[config.mk]
export PLATFORM = sky130hd
export DESIGN_NAME = oss_clock_switch
export DESIGN_NICKNAME = d
export VERILOG_FILES = /design/src/oss_sync.v /design/src/oss_clock_switch.v
export VERILOG_INCLUDE_DIRS = /design/src /design/src/src
export SDC_FILE = /design/constraint.sdc
export NUM_CORES = 1
export LEC_CHECK = 0
export BUFFER_PORTS_ARGS = -buffer_cell sky130_fd_sc_hd__buf_2
export CAP_MARGIN = 10
export CORE_MARGIN = 8
export CORE_UTILIZATION = 40
export CTS_BUF_LIST = sky130_fd_sc_hd__clkbuf_16
export DETAILED_ROUTE_END_ITERATION = 8
export GPL_ROUTABILITY_DRIVEN = 0
export SYNTH_ARGS = -nofsm -noshare
export SYNTH_HDL_FRONTEND = slang
export SYNTH_SLANG_ARGS = --single-unit
export TNS_END_PERCENT = 1
[constraint.sdc]
create_clock -name clk_i -period 3.9 [get_ports clk_i]
set_clock_uncertainty 0.05 [all_clocks]
set_input_delay 0.585 -clock clk_i [delete_from_list [all_inputs] [get_ports clk_i]]
set_output_delay 0.585 -clock clk_i [all_outputs]
set_load 0.02 [all_outputs]
[src/oss_regs.vh]
// register map, field positions, reset values and timing constants of the clock switch
`ifndef OSS_REGS_VH
`define OSS_REGS_VH

// byte addresses on the register bus
`define OSS_ADDR_TRIM        8'h38
`define OSS_ADDR_STATUS      8'h3c
`define OSS_ADDR_CONTROL     8'h34

// trim register
`define OSS_TRIM_RESET       8'h80
`define OSS_TRIM_CENTRE      8'h80

// status register fields
`define OSS_ST_ENGAGED_BIT   0
`define OSS_ST_REQUEST_BIT   1

// control register fields
`define OSS_CT_SEL_LSB       0
`define OSS_CT_SEL_MSB       1
`define OSS_CT_AUXEN_BIT     2
`define OSS_CT_SEL_RESET     2'h0
`define OSS_CT_AUXEN_RESET   1'h0

// clock source encodings
`define OSS_SRC_INTERNAL     2'h0
`define OSS_SRC_EXT_CLOCK    2'h1
`define OSS_SRC_EXT_RC       2'h2
`define OSS_SRC_CRYSTAL      2'h3

// rising edges of the external source needed before the hand-off
`define OSS_EXT_EDGES        2'h2

// internal oscillator model: 4.0 MHz nominal from a 25 MHz clock
`define OSS_SYS_CLK_KHZ      25000
`define OSS_INT_FREQ_KHZ     4000
`define OSS_NCO_WIDTH        16
`define OSS_NCO_TRIM_STEP    16'h0015

`endif

[src/oss_sync.v]
// two-flop synchroniser with a rising-edge pulse for one asynchronous input
`timescale 1ns/1ps
`default_nettype none

module oss_sync
(
   // clock and reset
   input  wire clk_i,
   input  wire rst_n_i,
   // asynchronous input
   input  wire async_i,
   // synchronised level and rising edge
   output wire level_o,
   output wire rise_o
);

   reg meta;
   reg stable;
   reg last;

   // first flop feeds only the second
   always @(posedge clk_i or negedge rst_n_i)
   begin
      if (!rst_n_i)
      begin
         meta   <= 1'b0;
         stable <= 1'b0;
         last   <= 1'b0;
      end
      else
      begin
         meta   <= async_i;
         stable <= meta;
         last   <= stable;
      end
   end

   assign level_o = stable;
   assign rise_o  = stable & ~last;

endmodule

`default_nettype wire

[src/oss_clock_switch.v]
// clock source selection, glitch-free switch, trim register and aux pin control
//
// Implementation choice: the Wishbone interface to the registers.
`timescale 1ns/1ps
`default_nettype none
`include "oss_regs.vh"

module oss_clock_switch
#(
   parameter NCO_WIDTH = `OSS_NCO_WIDTH
)
(
   // clock and reset
   input  wire        clk_i,
   input  wire        rst_n_i,
   // wishbone slave
   input  wire        wb_cyc_i,
   input  wire        wb_stb_i,
   input  wire        wb_we_i,
   input  wire [7:0]  wb_adr_i,
   input  wire [3:0]  wb_sel_i,
   input  wire [31:0] wb_dat_i,
   output reg  [31:0] wb_dat_o,
   output reg         wb_ack_o,
   // external source clocks, asynchronous
   input  wire        clock_input_pin_i,
   input  wire        rc_osc_clock_i,
   input  wire        crystal_clock_i,
   // system integration unit controls
   input  wire        osc_enable_from_sysint_i,
   input  wire        stop_mode_i,
   input  wire        monitor_bypass_i,
   // port a bit four from the port logic
   input  wire        port_a_bit_four_out_i,
   input  wire        port_a_bit_four_oe_i,
   // derived clocks
   output reg         clock_times_four_o,
   output reg         clock_times_two_o,
   // pin and oscillator controls
   output reg         clock_input_pin_ext_o,
   output reg         crystal_amp_enable_o,
   output reg         rc_osc_enable_o,
   output reg         internal_osc_running_o,
   output reg         clock_aux_pin_out_o,
   output reg         clock_aux_pin_oe_o,
   output reg         clock_aux_pin_crystal_o
);

   // one-hot switch states
   localparam [3:0] ST_INT  = 4'h1;
   localparam [3:0] ST_WAIT = 4'h2;
   localparam [3:0] ST_HAND = 4'h4;
   localparam [3:0] ST_ENG  = 4'h8;

   // nominal nco increment, worked out wide and cut to the accumulator width
   localparam [31:0] NCO_BASE_FULL =
      ((`OSS_INT_FREQ_KHZ * (1 << NCO_WIDTH)) / `OSS_SYS_CLK_KHZ);
   localparam [NCO_WIDTH-1:0] NCO_BASE = NCO_BASE_FULL[NCO_WIDTH-1:0];

   // software-visible state
   reg  [7:0]           internal_osc_trim;
   reg  [1:0]           clock_source_select;
   reg                  aux_pin_clock_out_enable;
   reg                  ext_clock_request;
   reg                  ext_clock_engaged;

   // switch machinery
   reg  [3:0]           state;
   reg  [1:0]           edge_count;
   reg                  src_is_ext;
   reg                  int_run;
   reg  [NCO_WIDTH-1:0] nco_acc;

   // synchronised sources
   wire                 pin_lvl;
   wire                 pin_rise;
   wire                 rc_lvl;
   wire                 rc_rise;
   wire                 xtal_lvl;
   wire                 xtal_rise;

   reg                  ext_lvl;
   reg                  ext_rise;
   wire                 int_lvl;
   wire                 src_lvl;
   wire                 gated_lvl;
   wire                 bus_req;
   wire                 wr_lane0;
   wire [8:0]           trim_off;
   wire [NCO_WIDTH-1:0] nco_inc;

   // one synchroniser per external source
   oss_sync u_sync_pin
   (
      .clk_i   (clk_i),
      .rst_n_i (rst_n_i),
      .async_i (clock_input_pin_i),
      .level_o (pin_lvl),
      .rise_o  (pin_rise)
   );

   oss_sync u_sync_rc
   (
      .clk_i   (clk_i),
      .rst_n_i (rst_n_i),
      .async_i (rc_osc_clock_i),
      .level_o (rc_lvl),
      .rise_o  (rc_rise)
   );

   oss_sync u_sync_xtal
   (
      .clk_i   (clk_i),
      .rst_n_i (rst_n_i),
      .async_i (crystal_clock_i),
      .level_o (xtal_lvl),
      .rise_o  (xtal_rise)
   );

   // pick the external source named by the select field
   always @*
   begin
      ext_lvl  = 1'b0;
      ext_rise = 1'b0;
      case (clock_source_select)
         `OSS_SRC_EXT_CLOCK:
         begin
            ext_lvl  = pin_lvl;
            ext_rise = pin_rise;
         end
         `OSS_SRC_EXT_RC:
         begin
            ext_lvl  = rc_lvl;
            ext_rise = rc_rise;
         end
         `OSS_SRC_CRYSTAL:
         begin
            ext_lvl  = xtal_lvl;
            ext_rise = xtal_rise;
         end
         default:
         begin
            ext_lvl  = 1'b0;
            ext_rise = 1'b0;
         end
      endcase
   end

   // trim offset around the centre; a larger trim slows the nco
   assign trim_off = {1'b0, internal_osc_trim} - {1'b0, `OSS_TRIM_CENTRE};
   assign nco_inc  = NCO_BASE - ({{(NCO_WIDTH-9){trim_off[8]}}, trim_off}
                     * `OSS_NCO_TRIM_STEP);

   // internal oscillator as a phase accumulator, halted once external is engaged
   always @(posedge clk_i or negedge rst_n_i)
   begin
      if (!rst_n_i)
         nco_acc <= {NCO_WIDTH{1'b0}};
      else if (int_run && osc_enable_from_sysint_i && !stop_mode_i)
         nco_acc <= nco_acc + nco_inc;
   end

   assign int_lvl   = nco_acc[NCO_WIDTH-1];
   assign src_lvl   = src_is_ext ? ext_lvl : int_lvl;
   // wait and break have no say here, only enable and stop
   assign gated_lvl = src_lvl & osc_enable_from_sysint_i & ~stop_mode_i;

   // derived clocks: times-four follows the source, times-two halves it
   always @(posedge clk_i or negedge rst_n_i)
   begin
      if (!rst_n_i)
      begin
         clock_times_four_o <= 1'b0;
         clock_times_two_o  <= 1'b0;
      end
      else
      begin
         clock_times_four_o <= gated_lvl;
         if (gated_lvl && !clock_times_four_o)
            clock_times_two_o <= ~clock_times_two_o;
      end
   end

   // switch sequencer from internal to external source
   always @(posedge clk_i or negedge rst_n_i)
   begin
      if (!rst_n_i)
      begin
         state             <= ST_INT;
         edge_count        <= 2'h0;
         src_is_ext        <= 1'b0;
         int_run           <= 1'b1;
         ext_clock_engaged <= 1'b0;
      end
      else
      begin
         case (state)
            ST_INT:
            begin
               edge_count <= 2'h0;
               if (ext_clock_request && !monitor_bypass_i &&
                   clock_source_select != `OSS_SRC_INTERNAL)
                  state <= ST_WAIT;
            end
            ST_WAIT:
            begin
               if (!ext_clock_request)
                  state <= ST_INT;
               else if (ext_rise)
               begin
                  if (edge_count == `OSS_EXT_EDGES - 2'h1)
                     state <= ST_HAND;
                  edge_count <= edge_count + 2'h1;
               end
            end
            ST_HAND:
            begin
               // both clocks low: no shortened pulse at the seam
               if (!int_lvl && !ext_lvl)
               begin
                  src_is_ext        <= 1'b1;
                  ext_clock_engaged <= 1'b1;
                  state             <= ST_ENG;
               end
            end
            ST_ENG:
            begin
               int_run <= 1'b0;
            end
            default:
               state <= ST_INT;
         endcase
      end
   end

   // register bus request and byte lane for the narrow registers
   assign bus_req  = wb_cyc_i & wb_stb_i & ~wb_ack_o;
   assign wr_lane0 = bus_req & wb_we_i & wb_sel_i[0];

   // register writes and bus answer
   always @(posedge clk_i or negedge rst_n_i)
   begin
      if (!rst_n_i)
      begin
         internal_osc_trim        <= `OSS_TRIM_RESET;
         clock_source_select      <= `OSS_CT_SEL_RESET;
         aux_pin_clock_out_enable <= `OSS_CT_AUXEN_RESET;
         ext_clock_request        <= 1'b0;
         wb_ack_o                 <= 1'b0;
         wb_dat_o                 <= 32'h0000_0000;
      end
      else
      begin
         wb_ack_o <= bus_req;
         wb_dat_o <= 32'h0000_0000;
         if (bus_req && !wb_we_i)
         begin
            if (wb_adr_i == `OSS_ADDR_TRIM)
               wb_dat_o <= {24'h00_0000, internal_osc_trim};
            else if (wb_adr_i == `OSS_ADDR_STATUS)
               wb_dat_o <= {30'h0000_0000, ext_clock_request, ext_clock_engaged};
            else if (wb_adr_i == `OSS_ADDR_CONTROL)
               wb_dat_o <= {29'h0000_0000, aux_pin_clock_out_enable,
                            clock_source_select};
         end
         if (wr_lane0)
         begin
            if (wb_adr_i == `OSS_ADDR_TRIM)
               internal_osc_trim <= wb_dat_i[7:0];
            else if (wb_adr_i == `OSS_ADDR_STATUS)
               ext_clock_request <= wb_dat_i[`OSS_ST_REQUEST_BIT];
            else if (wb_adr_i == `OSS_ADDR_CONTROL)
            begin
               // source frozen once the switch has started
               if (state == ST_INT)
                  clock_source_select <= wb_dat_i[`OSS_CT_SEL_MSB:`OSS_CT_SEL_LSB];
               aux_pin_clock_out_enable <= wb_dat_i[`OSS_CT_AUXEN_BIT];
            end
         end
      end
   end

   // pin functions and oscillator enables follow the select field
   always @(posedge clk_i or negedge rst_n_i)
   begin
      if (!rst_n_i)
      begin
         clock_input_pin_ext_o   <= 1'b0;
         crystal_amp_enable_o    <= 1'b0;
         rc_osc_enable_o         <= 1'b0;
         internal_osc_running_o  <= 1'b0;
         clock_aux_pin_out_o     <= 1'b0;
         clock_aux_pin_oe_o      <= 1'b0;
         clock_aux_pin_crystal_o <= 1'b0;
      end
      else
      begin
         clock_input_pin_ext_o  <= (clock_source_select != `OSS_SRC_INTERNAL);
         crystal_amp_enable_o   <= (clock_source_select == `OSS_SRC_CRYSTAL) &&
                                   osc_enable_from_sysint_i && !stop_mode_i;
         rc_osc_enable_o        <= (clock_source_select == `OSS_SRC_EXT_RC) &&
                                   osc_enable_from_sysint_i && !stop_mode_i;
         internal_osc_running_o <= int_run && osc_enable_from_sysint_i &&
                                   !stop_mode_i;
         if (clock_source_select == `OSS_SRC_CRYSTAL)
         begin
            // amplifier owns the pin, enable bit ignored
            clock_aux_pin_crystal_o <= 1'b1;
            clock_aux_pin_out_o     <= 1'b0;
            clock_aux_pin_oe_o      <= 1'b0;
         end
         else if (clock_source_select == `OSS_SRC_EXT_CLOCK)
         begin
            clock_aux_pin_crystal_o <= 1'b0;
            clock_aux_pin_out_o     <= port_a_bit_four_out_i;
            clock_aux_pin_oe_o      <= port_a_bit_four_oe_i;
         end
         else if (aux_pin_clock_out_enable)
         begin
            clock_aux_pin_crystal_o <= 1'b0;
            clock_aux_pin_out_o     <= gated_lvl;
            clock_aux_pin_oe_o      <= 1'b1;
         end
         else
         begin
            clock_aux_pin_crystal_o <= 1'b0;
            clock_aux_pin_out_o     <= port_a_bit_four_out_i;
            clock_aux_pin_oe_o      <= port_a_bit_four_oe_i;
         end
      end
   end

endmodule

`default_nettype wire

==> impl_results.md, run 1 <==
- Final WL: 9030 um
- Die W: 119 um
- Peak VDD IR: 0.000187 V
- Die Y-Extent: 119 um
- Synth area leader: dfrtp_1
- Post-Route Utilization: 0.483
- Setup violators final: 0
- Most frequent cell on the critical path: inv_1
- WP buf/inv: 6
- Leak: 2.61 nW
- CTS tree: done
- Share of layout cells above drive strength 1: 0.233
- Worst Setup SP: internal_osc_trim[7]
- Slowest cell on the critical path: dfstp_2
- Pwr per Cell Area: 306 mW/mm2
- Peak fanout along the critical path: 6
- DRC violations left: 0
- Unrepaired setup endpoints after global routing: true
- Crit Path Class: reg -> reg
- CP delay by family, top: adder cells
- Core area: 0.0104 mm2
- Critical R2R Launch: internal_osc_trim[7]
- Congestion Overflow GR: 0
- Post-synth EDFFs: 0
- Ys async rst share: 1.00
- Cell with the most instances after synthesis: inv_1
- Mapped cell area: 0.00428 mm2
- PortBufs: 47
- Total Routing Usage GR: 0.133
- Setup TNS: 0 ps
- Multi-input gate area: 0.00237 mm2
- Max clock buf depth: 2
- Seq/Total Area, Yosys: 0.369
- Starting DRT DRC Count: 127
- Outcome: finished, final reports clean
- HP Class: in -> async
- Max-cap viol count: 0
- Die area: 0.0143 mm2
- YS warnings: 0
- Wire per inst: 14.4 um
- Critical path's largest stage delay: 590 ps
- DRT Pass-1 Iters: 4
- Fin. max-slew vios: 0
- Initial antenna violation count: 0
- FILL cells: 994
- Drt via density: 4.77
- Critical-path cell list: inv_1 -> buf_4 -> ha_1 -> inv_1 -> fa_1 -> inv_1 -> fa_1 -> inv_1 -> ha_1 -> a21oi_2 -> o211ai_1 -> buf_4 -> a31oi_2 -> xnor2_1 -> o21ai_0
- Ant diodes: 0
- Final min period: 3720 ps
- Hold Fails Final Rpt: 0
- Area grow syn2layout: 17.1%
- WP data required: 4050 ps
- Vias in the first global route: 3136
- Worst skew pair latency: 340 ps
- Largest net degree at the start of global routing: 37
- Inserted Clock Buffers: 9
- Slew HR: 0.477
- Synth unique cells: 52
- Worst slew pin tran: 785 ps
- Clock-pin slew on the worst setup and hold paths: 60 ps
- Synth Instances: 417
- CTS sink cnt: 63
- First-pass GRT wire length: 15400 um
- # IOs: 99
- Detailed-route via count: 2983
- Main flop type after synthesis: dfrtp_1
- Post-route clock period utilization: 0.953
- Remaining antenna violation count: 0
- Mapped Avg Cell Area: 10.3 um2
- Commonest cells post-synth: inv_1, dfrtp_1, ha_1
- Total Power: 1.53 mW
- CP startpoint kind: register
- Synth top area share: 0.351
- Root Driver: clkbuf_16
- F_max: 269 MHz
- HPWL Detailed: 7100 um
- Register area: 0.00158 mm2
- Crit path DAT: 3870 ps
- Critical Path End Type: register
- # H-tree levels: 3
- Final nets: 614
- Starting Density: 0.413
- Site row count: 37
- #FFs+latches synth: 63
- Top cells by area, synth: dfrtp_1, ha_1, fa_1
==> cell type report <==
type | count | area share
Multi-Input combinational cell | 281 | 0.474
Sequential cell | 63 | 0.315
Timing Repair Buffer | 64 | 0.0724
Inverter | 66 | 0.0495
Clock buffer | 9 | 0.0450
Tap cell | 136 | 0.0340
Clock inverter | 7 | 0.00999
==> layout by cell type (no fill, tap or decap), types with 3 or more instances in the layout <==
| cell type | netlist | routed |
|---|---|---|
| a21o_1 | 6 | 6 |
| a21oi_1 | 11 | 9 |
| clkinvlp_4 | 0 | 3 |
| fa_1 | 18 | 18 |
| nor2_1 | 16 | 16 |
| buf_2 | 0 | 47 |
| buf_4 | 24 | 17 |
| mux2_2 | 14 | 14 |
| xor2_1 | 5 | 5 |
| xnor2_1 | 10 | 10 |
| o21ai_0 | 20 | 20 |
| mux2i_1 | 4 | 4 |
| dfstp_2 | 3 | 3 |
| nand4_1 | 3 | 3 |
| inv_1 | 66 | 66 |
| and2_1 | 5 | 5 |
| ha_1 | 54 | 53 |
| clkbuf_16 | 0 | 9 |
| nand2_1 | 34 | 34 |
| nand2b_1 | 3 | 3 |
| nor2b_1 | 7 | 7 |
| conb_1 | 1 | 24 |
| dfrtp_1 | 60 | 60 |
| nor3_1 | 5 | 5 |
==> cells by family after synthesis <==
| family | share of synthesized area |
|---|---|
| flip-flops | 0.369 |
| AO/OA/AOI/OAI | 0.0965 |
| buffers and inverters | 0.105 |
| other | 0.000876 |
| multiplexers | 0.0532 |
| adder cells (fa/ha/maj) | 0.242 |
| AND/OR/NAND/NOR | 0.102 |
| XOR/XNOR | 0.0307 |
==> per-stage QoR <==
stage	std cells	hold slack [ps]	cell area, um2	setup slack, ps
2_1_floorplan	440	239	4370	6.21
3_3_place_gp	609	283	4690	176
3_5_place_dp	609	285	4690	105
4_1_cts	625	291	4960	78.8
5_1_grt	626	289	5010	-10.9
6_report	626	281	5010	183
==> where the power goes <==
part	switching [mW]	leakage, nW	internal [mW]
Sequential	0.00382	0.820	0.662
Combinational	0.0824	1.66	0.0452
Clock	0.308	0.127	0.429
==> routing by layer <==
metal | part of all wire | vias to the layer above | GRT usage
met4 | 0.029 | 0 | 0.0687
met2 | 0.44 | 68 | 0.202
met5 | 0 | - | 0
met3 | 0.047 | 20 | 0.0350
met1 | 0.48 | 1419 | 0.172
li1 | - | 1476 | -
==> repair_timing <==
action / in CTS / in global routing
hold buffers: 0 / 0
setup buffers: 0 / 1
resized for setup: 0 / 6
endpoints found under the setup margin: 0 / 5
==> worst paths after layout <==
check	endpoint	slack [ps]	cells past startpoint
worst min-delay path	wb_dat_o[6]	280	1
worst max register to register	nco_acc[15]	180	15
worst min register to register	u_sync_xtal.level_o	300	0
worst max-delay path	nco_acc[15]	180	15
max in group asynchronous	nco_acc[5]	2760	2
min in group clk_i	u_sync_xtal.level_o	300	0
==> sequential cells by signal (all words and copies together), names as in the netlist, 2 cells and up <==
name	cells
clock_source_select	2
state	4
nco_acc	16
edge_count	2
wb_dat_o	8
internal_osc_trim	8
(Power assumes the default switching activity.)
==> inputs of run 2 (changes only) <==
SETUP_SLACK_MARGIN = 0.3   (was default)
==> run 2 against run 1 <==
  * Register-to-register slack improved by 98 ps
  * Maximum frequency increased by 2.7%
  * Sequential power about the same
  * Worst setup slack improved by 98 ps
  * Largest cell class unchanged
  * Highest routed layer unchanged
==> impl_results.md, run 2 (synthesis results as in run 1) <==
- Die area: 0.0143 mm2
- Max-cap viol count: 0
- Die Y-Extent: 119 um
- Pwr per Cell Area: 323 mW/mm2
- Peak fanout along the critical path: 7
- Critical Path End Type: register
- Remaining antenna violation count: 0
- Worst skew pair latency: 330 ps
- Reg power frac: 0.394
- Detailed-route via count: 3001
- Area grow syn2layout: 22.2%
- Total Power: 1.69 mW
- Drt via density: 4.80
- Core area: 0.0104 mm2
- Clock share of power: 0.524
- Wire per inst: 14.7 um
- Crit path DAT: 3780 ps
- Sw frac: 0.242
- Final instance area: 0.00523 mm2
- Site row count: 37
- Share of layout cells above drive strength 1: 0.274
- PortBufs: 47
- CTS tree: done
- Final min period: 3620 ps
- Ant diodes: 0
- Crit Path Class: reg -> reg
- Hold Fails Final Rpt: 0
- Starting Density: 0.413
- First-pass GRT wire length: 15800 um
- Peak VDD IR: 0.000212 V
- Unrepaired setup endpoints after global routing: true
- Post-route clock period utilization: 0.928
- Setup TNS: 0 ps
- Die W: 119 um
- Worst slew pin tran: 824 ps
- Final WL: 9200 um
- Most frequent cells in the layout: inv_1, dfrtp_1, buf_2
- CP startpoint kind: register
- # IOs: 99
- WP data required: 4060 ps
- CTS Hold Buffers Added: 0
- HPWL Detailed: 7000 um
- Starting DRT DRC Count: 106
- # H-tree levels: 3
- Largest net degree at the start of global routing: 64
- Final nets: 613
- Max clock buf depth: 2
- Slew HR: 0.451
- Root Driver: clkbuf_16
- Placed Area: 0.00468 mm2
- P_sw: 409 uW
- Commonest non-fill, non-tap cell in the layout: inv_1
- Fin. max-slew vios: 0
- F_max: 276 MHz
- Power Internal: 1.28 mW
- Clock-pin slew on the worst setup and hold paths: 60 ps
- Inserted Clock Buffers: 9
- Initial antenna violation count: 0
- Comb power frac: 0.081
- Outcome: finished, final reports clean
- Biggest register: nco_acc
- WHS: 303 ps
- DRC violations left: 0
- Setup violators final: 0
- Leak: 2.62 nW
- Total Routing Usage GR: 0.138
- Vias in the first global route: 3315
- DRT Pass-1 Iters: 4
- Biggest registers after layout: nco_acc (16), internal_osc_trim (8), wb_dat_o (8)
- Post-Route Utilization: 0.504
- Congestion Overflow GR: 0
- CTS sink cnt: 63
- HP Class: in -> reg
- Largest register FFs: 16
- Worst R2R Setup Slack: 280 ps
[run 2: changes by cell type in the layout (fill, tap and decap cells not counted), moves of 3 or more]
| cell | change |
|---|---|
| o21ai_1 | +3 |
| o21ai_0 | -3 |
| ha_4 | +10 |
| ha_1 | -13 |
| inv_6 | +3 |
| ha_2 | +3 |
[run 2: metrics by stage]
stage	worst slack, ps	std cells
floorplan	328	440
global placement	211	606
detailed placement	130	606
CTS	287	623
global route	138	625
finish	281	625
[run 2: worst max-delay path, cell delays in order, from the launching register on]
cell	delay [ps]
dfstp_2	640
inv_4	80
buf_4	160
ha_1	300
ha_1	300
ha_1	300
fa_1	430
inv_1	80
ha_2	310
a21o_1	200
a31o_2	270
a31oi_4	160
xnor2_1	140
o21ai_1	90
[run 2: timing repair]
| action | in CTS | in global routing |
|---|---|---|
| hold endpoints to repair | 0 | 0 |
| resized for setup | 14 | 19 |
| setup endpoints to repair | 5 | 6 |
| pin swaps | 8 | 18 |
| setup buffers | 1 | 2 |
[run 2: power by group through the flow]
| stage | clock (mW) | combinational, mW | sequential, mW |
|---|---|---|---|
| 6_report | 0.886 | 0.137 | 0.666 |
| 5_1_grt | 0.934 | 0.155 | 0.666 |
| 4_1_cts | 0.907 | 0.128 | 0.666 |
| 3_5_place_dp | 0 | 0.123 | 0.678 |
| 3_3_place_gp | 0 | 0.121 | 0.677 |
| 2_1_floorplan | 0 | 0.0896 | 0.680 |
[run 2: layout make-up]
class                   count  area [um2]
repair buffers             63         355
inverters                  66         250
well taps                 136         170
fillers                   947        5140
multi-input cells         281        2540
flip-flops and latches     63        1580
clock buffers               9         225
clock inverters             7         103
[run 2: layer usage]
metal  up-vias  share of wire  track usage
met2        73           0.46        0.220
met5         -              0            0
met1      1441           0.48        0.178
li1       1472              -            -
met3        15          0.043       0.0345
met4         0          0.018       0.0468
[run 2: worst paths after layout]
kind	from	end	depth (start not counted)
min in group asynchronous	rst_n_i	clock_times_two_o	2
worst min-delay path	rc_osc_clock_i	u_sync_rc.meta	1
worst min register to register	u_sync_pin.meta	u_sync_pin.level_o	0
max in group asynchronous	rst_n_i	rc_osc_enable_o	2
worst max register to register	internal_osc_trim[7]	nco_acc[15]	13
worst max-delay path	internal_osc_trim[7]	nco_acc[15]	13
==> inputs of run 3 (changes only) <==
clock period = 3.6 ns   (was 3.9 ns; I/O delays follow)
==> run 3 against run 2 <==
  * Non-clock buffer count grew 14
  * Worst hold slack got worse by 180 ps
  * Die area is the same
  * Worst setup slack got worse by 240 ps
  * Sequential share of layout area down 0.93 points
  * Final cell count increased by 2.2%
  * Count of clock-buffer cells in the layout stayed put
  * Largest cell class unchanged
  * Register-to-register slack got worse by 240 ps
  * Critical path depth increased by 3
==> impl_results.md, run 3 (synthesis results as in run 1) <==
- Final nets: 627
- F_max: 281 MHz
- Clock-pin slew on the worst setup and hold paths: 50 ps
- Starting DRT DRC Count: 82
- Crit path DAT: 3720 ps
- Fin. max-slew vios: 0
- Biggest register: nco_acc
- Post-route clock period utilization: 0.989
- Post-Route Utilization: 0.521
- Ant diodes: 0
- Unrepaired setup endpoints after global routing: true
- CTS tree: done
- Setup TNS: 0 ps
- Die area: 0.0143 mm2
- Drt via density: 4.81
- Hold Fails Final Rpt: 0
- Worst R2R Setup Slack: 40 ps
- Peak fanout along the critical path: 5
- Wire per inst: 14.9 um
- Biggest registers after layout: nco_acc (16), internal_osc_trim (8), wb_dat_o (8)
- Congestion Overflow GR: 0
- CP endpoint: nco_acc[13]
- HPWL Detailed: 7250 um
- Total Routing Usage GR: 0.141
- Critical R2R Launch: internal_osc_trim[7]
- Pwr per Cell Area: 326 mW/mm2
- First-pass GRT wire length: 16500 um
- WP data required: 3760 ps
- CTS sink cnt: 63
- Final WL: 9490 um
- Area grow syn2layout: 26.3%
- Worst Setup SP: internal_osc_trim[7]
- CP startpoint kind: register
- P_sw: 441 uW
- Most frequent cells in the layout: inv_1, dfrtp_1, buf_2
- Inserted Clock Buffers: 9
- Root Driver: clkbuf_16
- Worst skew pair latency: 330 ps
- FILL cells: 971
- Max-cap viol count: 0
- Peak VDD IR: 0.000243 V
- DRT Pass-1 Iters: 4
- Register area: 0.00158 mm2
- # IOs: 99
- Site row count: 37
- Final min period: 3560 ps
- Remaining antenna violation count: 0
- Vias in the first global route: 3455
- Die W: 119 um
- Starting Density: 0.413
- Die Y-Extent: 119 um
- Largest register FFs: 16
- Comb power frac: 0.090
- Share of layout cells above drive strength 1: 0.322
- Largest net degree at the start of global routing: 28
- PortBufs: 47
- Initial antenna violation count: 0
- Multi-input gate area: 0.00262 mm2
- Sw frac: 0.250
- Crit Path Class: reg -> reg
- Depth of the most critical reg-to-reg path: 16
- CTS Hold Buffers Added: 0
- DRC violations left: 0
- Clock share of power: 0.500
- Leak: 2.68 nW
- Max clock buf depth: 2
- Detailed-route via count: 3071
- Core area: 0.0104 mm2
- Power Internal: 1.32 mW
- Critical register-to-register path endpoint: nco_acc[13]
- HP Class: in -> async
- Critical Path End Type: register
- # H-tree levels: 3
- Outcome: finished, final reports clean
- Worst slew pin tran: 714 ps
- Reg power frac: 0.409
- Setup violators final: 0
- WHS: 127 ps
- Slew HR: 0.523
==> run 3: cell types whose count changed in the layout (fill, tap and decap cells not counted), sizes merged <==
cell	delta
bufinv	-1
inv	-2
clkinvlp	+1
clkinv	+2
buf	+14
==> run 3: area by class of cell <==
cell class,instances,share of cell area
Sequential cell,63,0.293
Timing Repair Buffer,77,0.0873
Multi-Input combinational cell,281,0.485
Inverter,66,0.0468
Clock inverter,7,0.0148
Tap cell,136,0.0315
Clock buffer,9,0.0417
==> run 3: how the worst min path moves through the flow <==
stage / end / slack, ps / cells past startpoint
finish: clock_times_two_o / 130 / 1
global route: clock_times_two_o / 160 / 1
CTS: clock_times_two_o / 140 / 1
detailed placement: u_sync_rc.level_o / 290 / 0
global placement: u_sync_pin.level_o / 280 / 0
floorplan: aux_pin_clock_out_enable / 190 / 0
==> run 3: power groups by stage <==
stage | Sequential [mW] | Combinational (mW) | Clock [mW]
2_1_floorplan | 0.736 | 0.103 | 0
3_3_place_gp | 0.734 | 0.140 | 0
3_5_place_dp | 0.734 | 0.142 | 0
4_1_cts | 0.722 | 0.153 | 0.907
5_1_grt | 0.722 | 0.179 | 0.931
6_report | 0.722 | 0.159 | 0.882
==> run 3: critical path, stage by stage, from the launching register on <==
cell and delay [ps]:
dfstp_2 630, buf_6 130, ha_4 110, inv_1 30, ha_1 260, inv_1 40, fa_1 470, inv_1 50
fa_1 520, inv_2 50, ha_4 240, a21oi_4 140, o211ai_1 110, buf_4 170, a41oi_2 200, xor2_1 160
o21ai_1 70
==> run 3: per-layer routing <==
metal | routed length [um] | vias to the layer above | track usage
met3 | 380 | 10 | 0.0321
met5 | 0 | - | 0
li1 | - | 1504 | -
met2 | 4510 | 64 | 0.234
met1 | 4490 | 1493 | 0.180
met4 | 110 | 0 | 0.0414
==> run 3: repair_timing <==
action | 4_1_cts | 5_1_grt
setup buffers | 7 | 6
setup endpoints to repair | 9 | 10
pin swaps | 21 | 13
gates resized for setup | 20 | 20
==> run 3: per-stage QoR <==
stage | total power [mW] | std cells | area, um2 | setup slack (ps)
6_report | 1.76 | 639 | 5400 | 38.3
3_5_place_dp | 0.877 | 610 | 4780 | -79.4
3_3_place_gp | 0.874 | 610 | 4780 | -33.0
2_1_floorplan | 0.839 | 440 | 4460 | 183
5_1_grt | 1.83 | 639 | 5400 | -132
4_1_cts | 1.78 | 633 | 5280 | 32.0
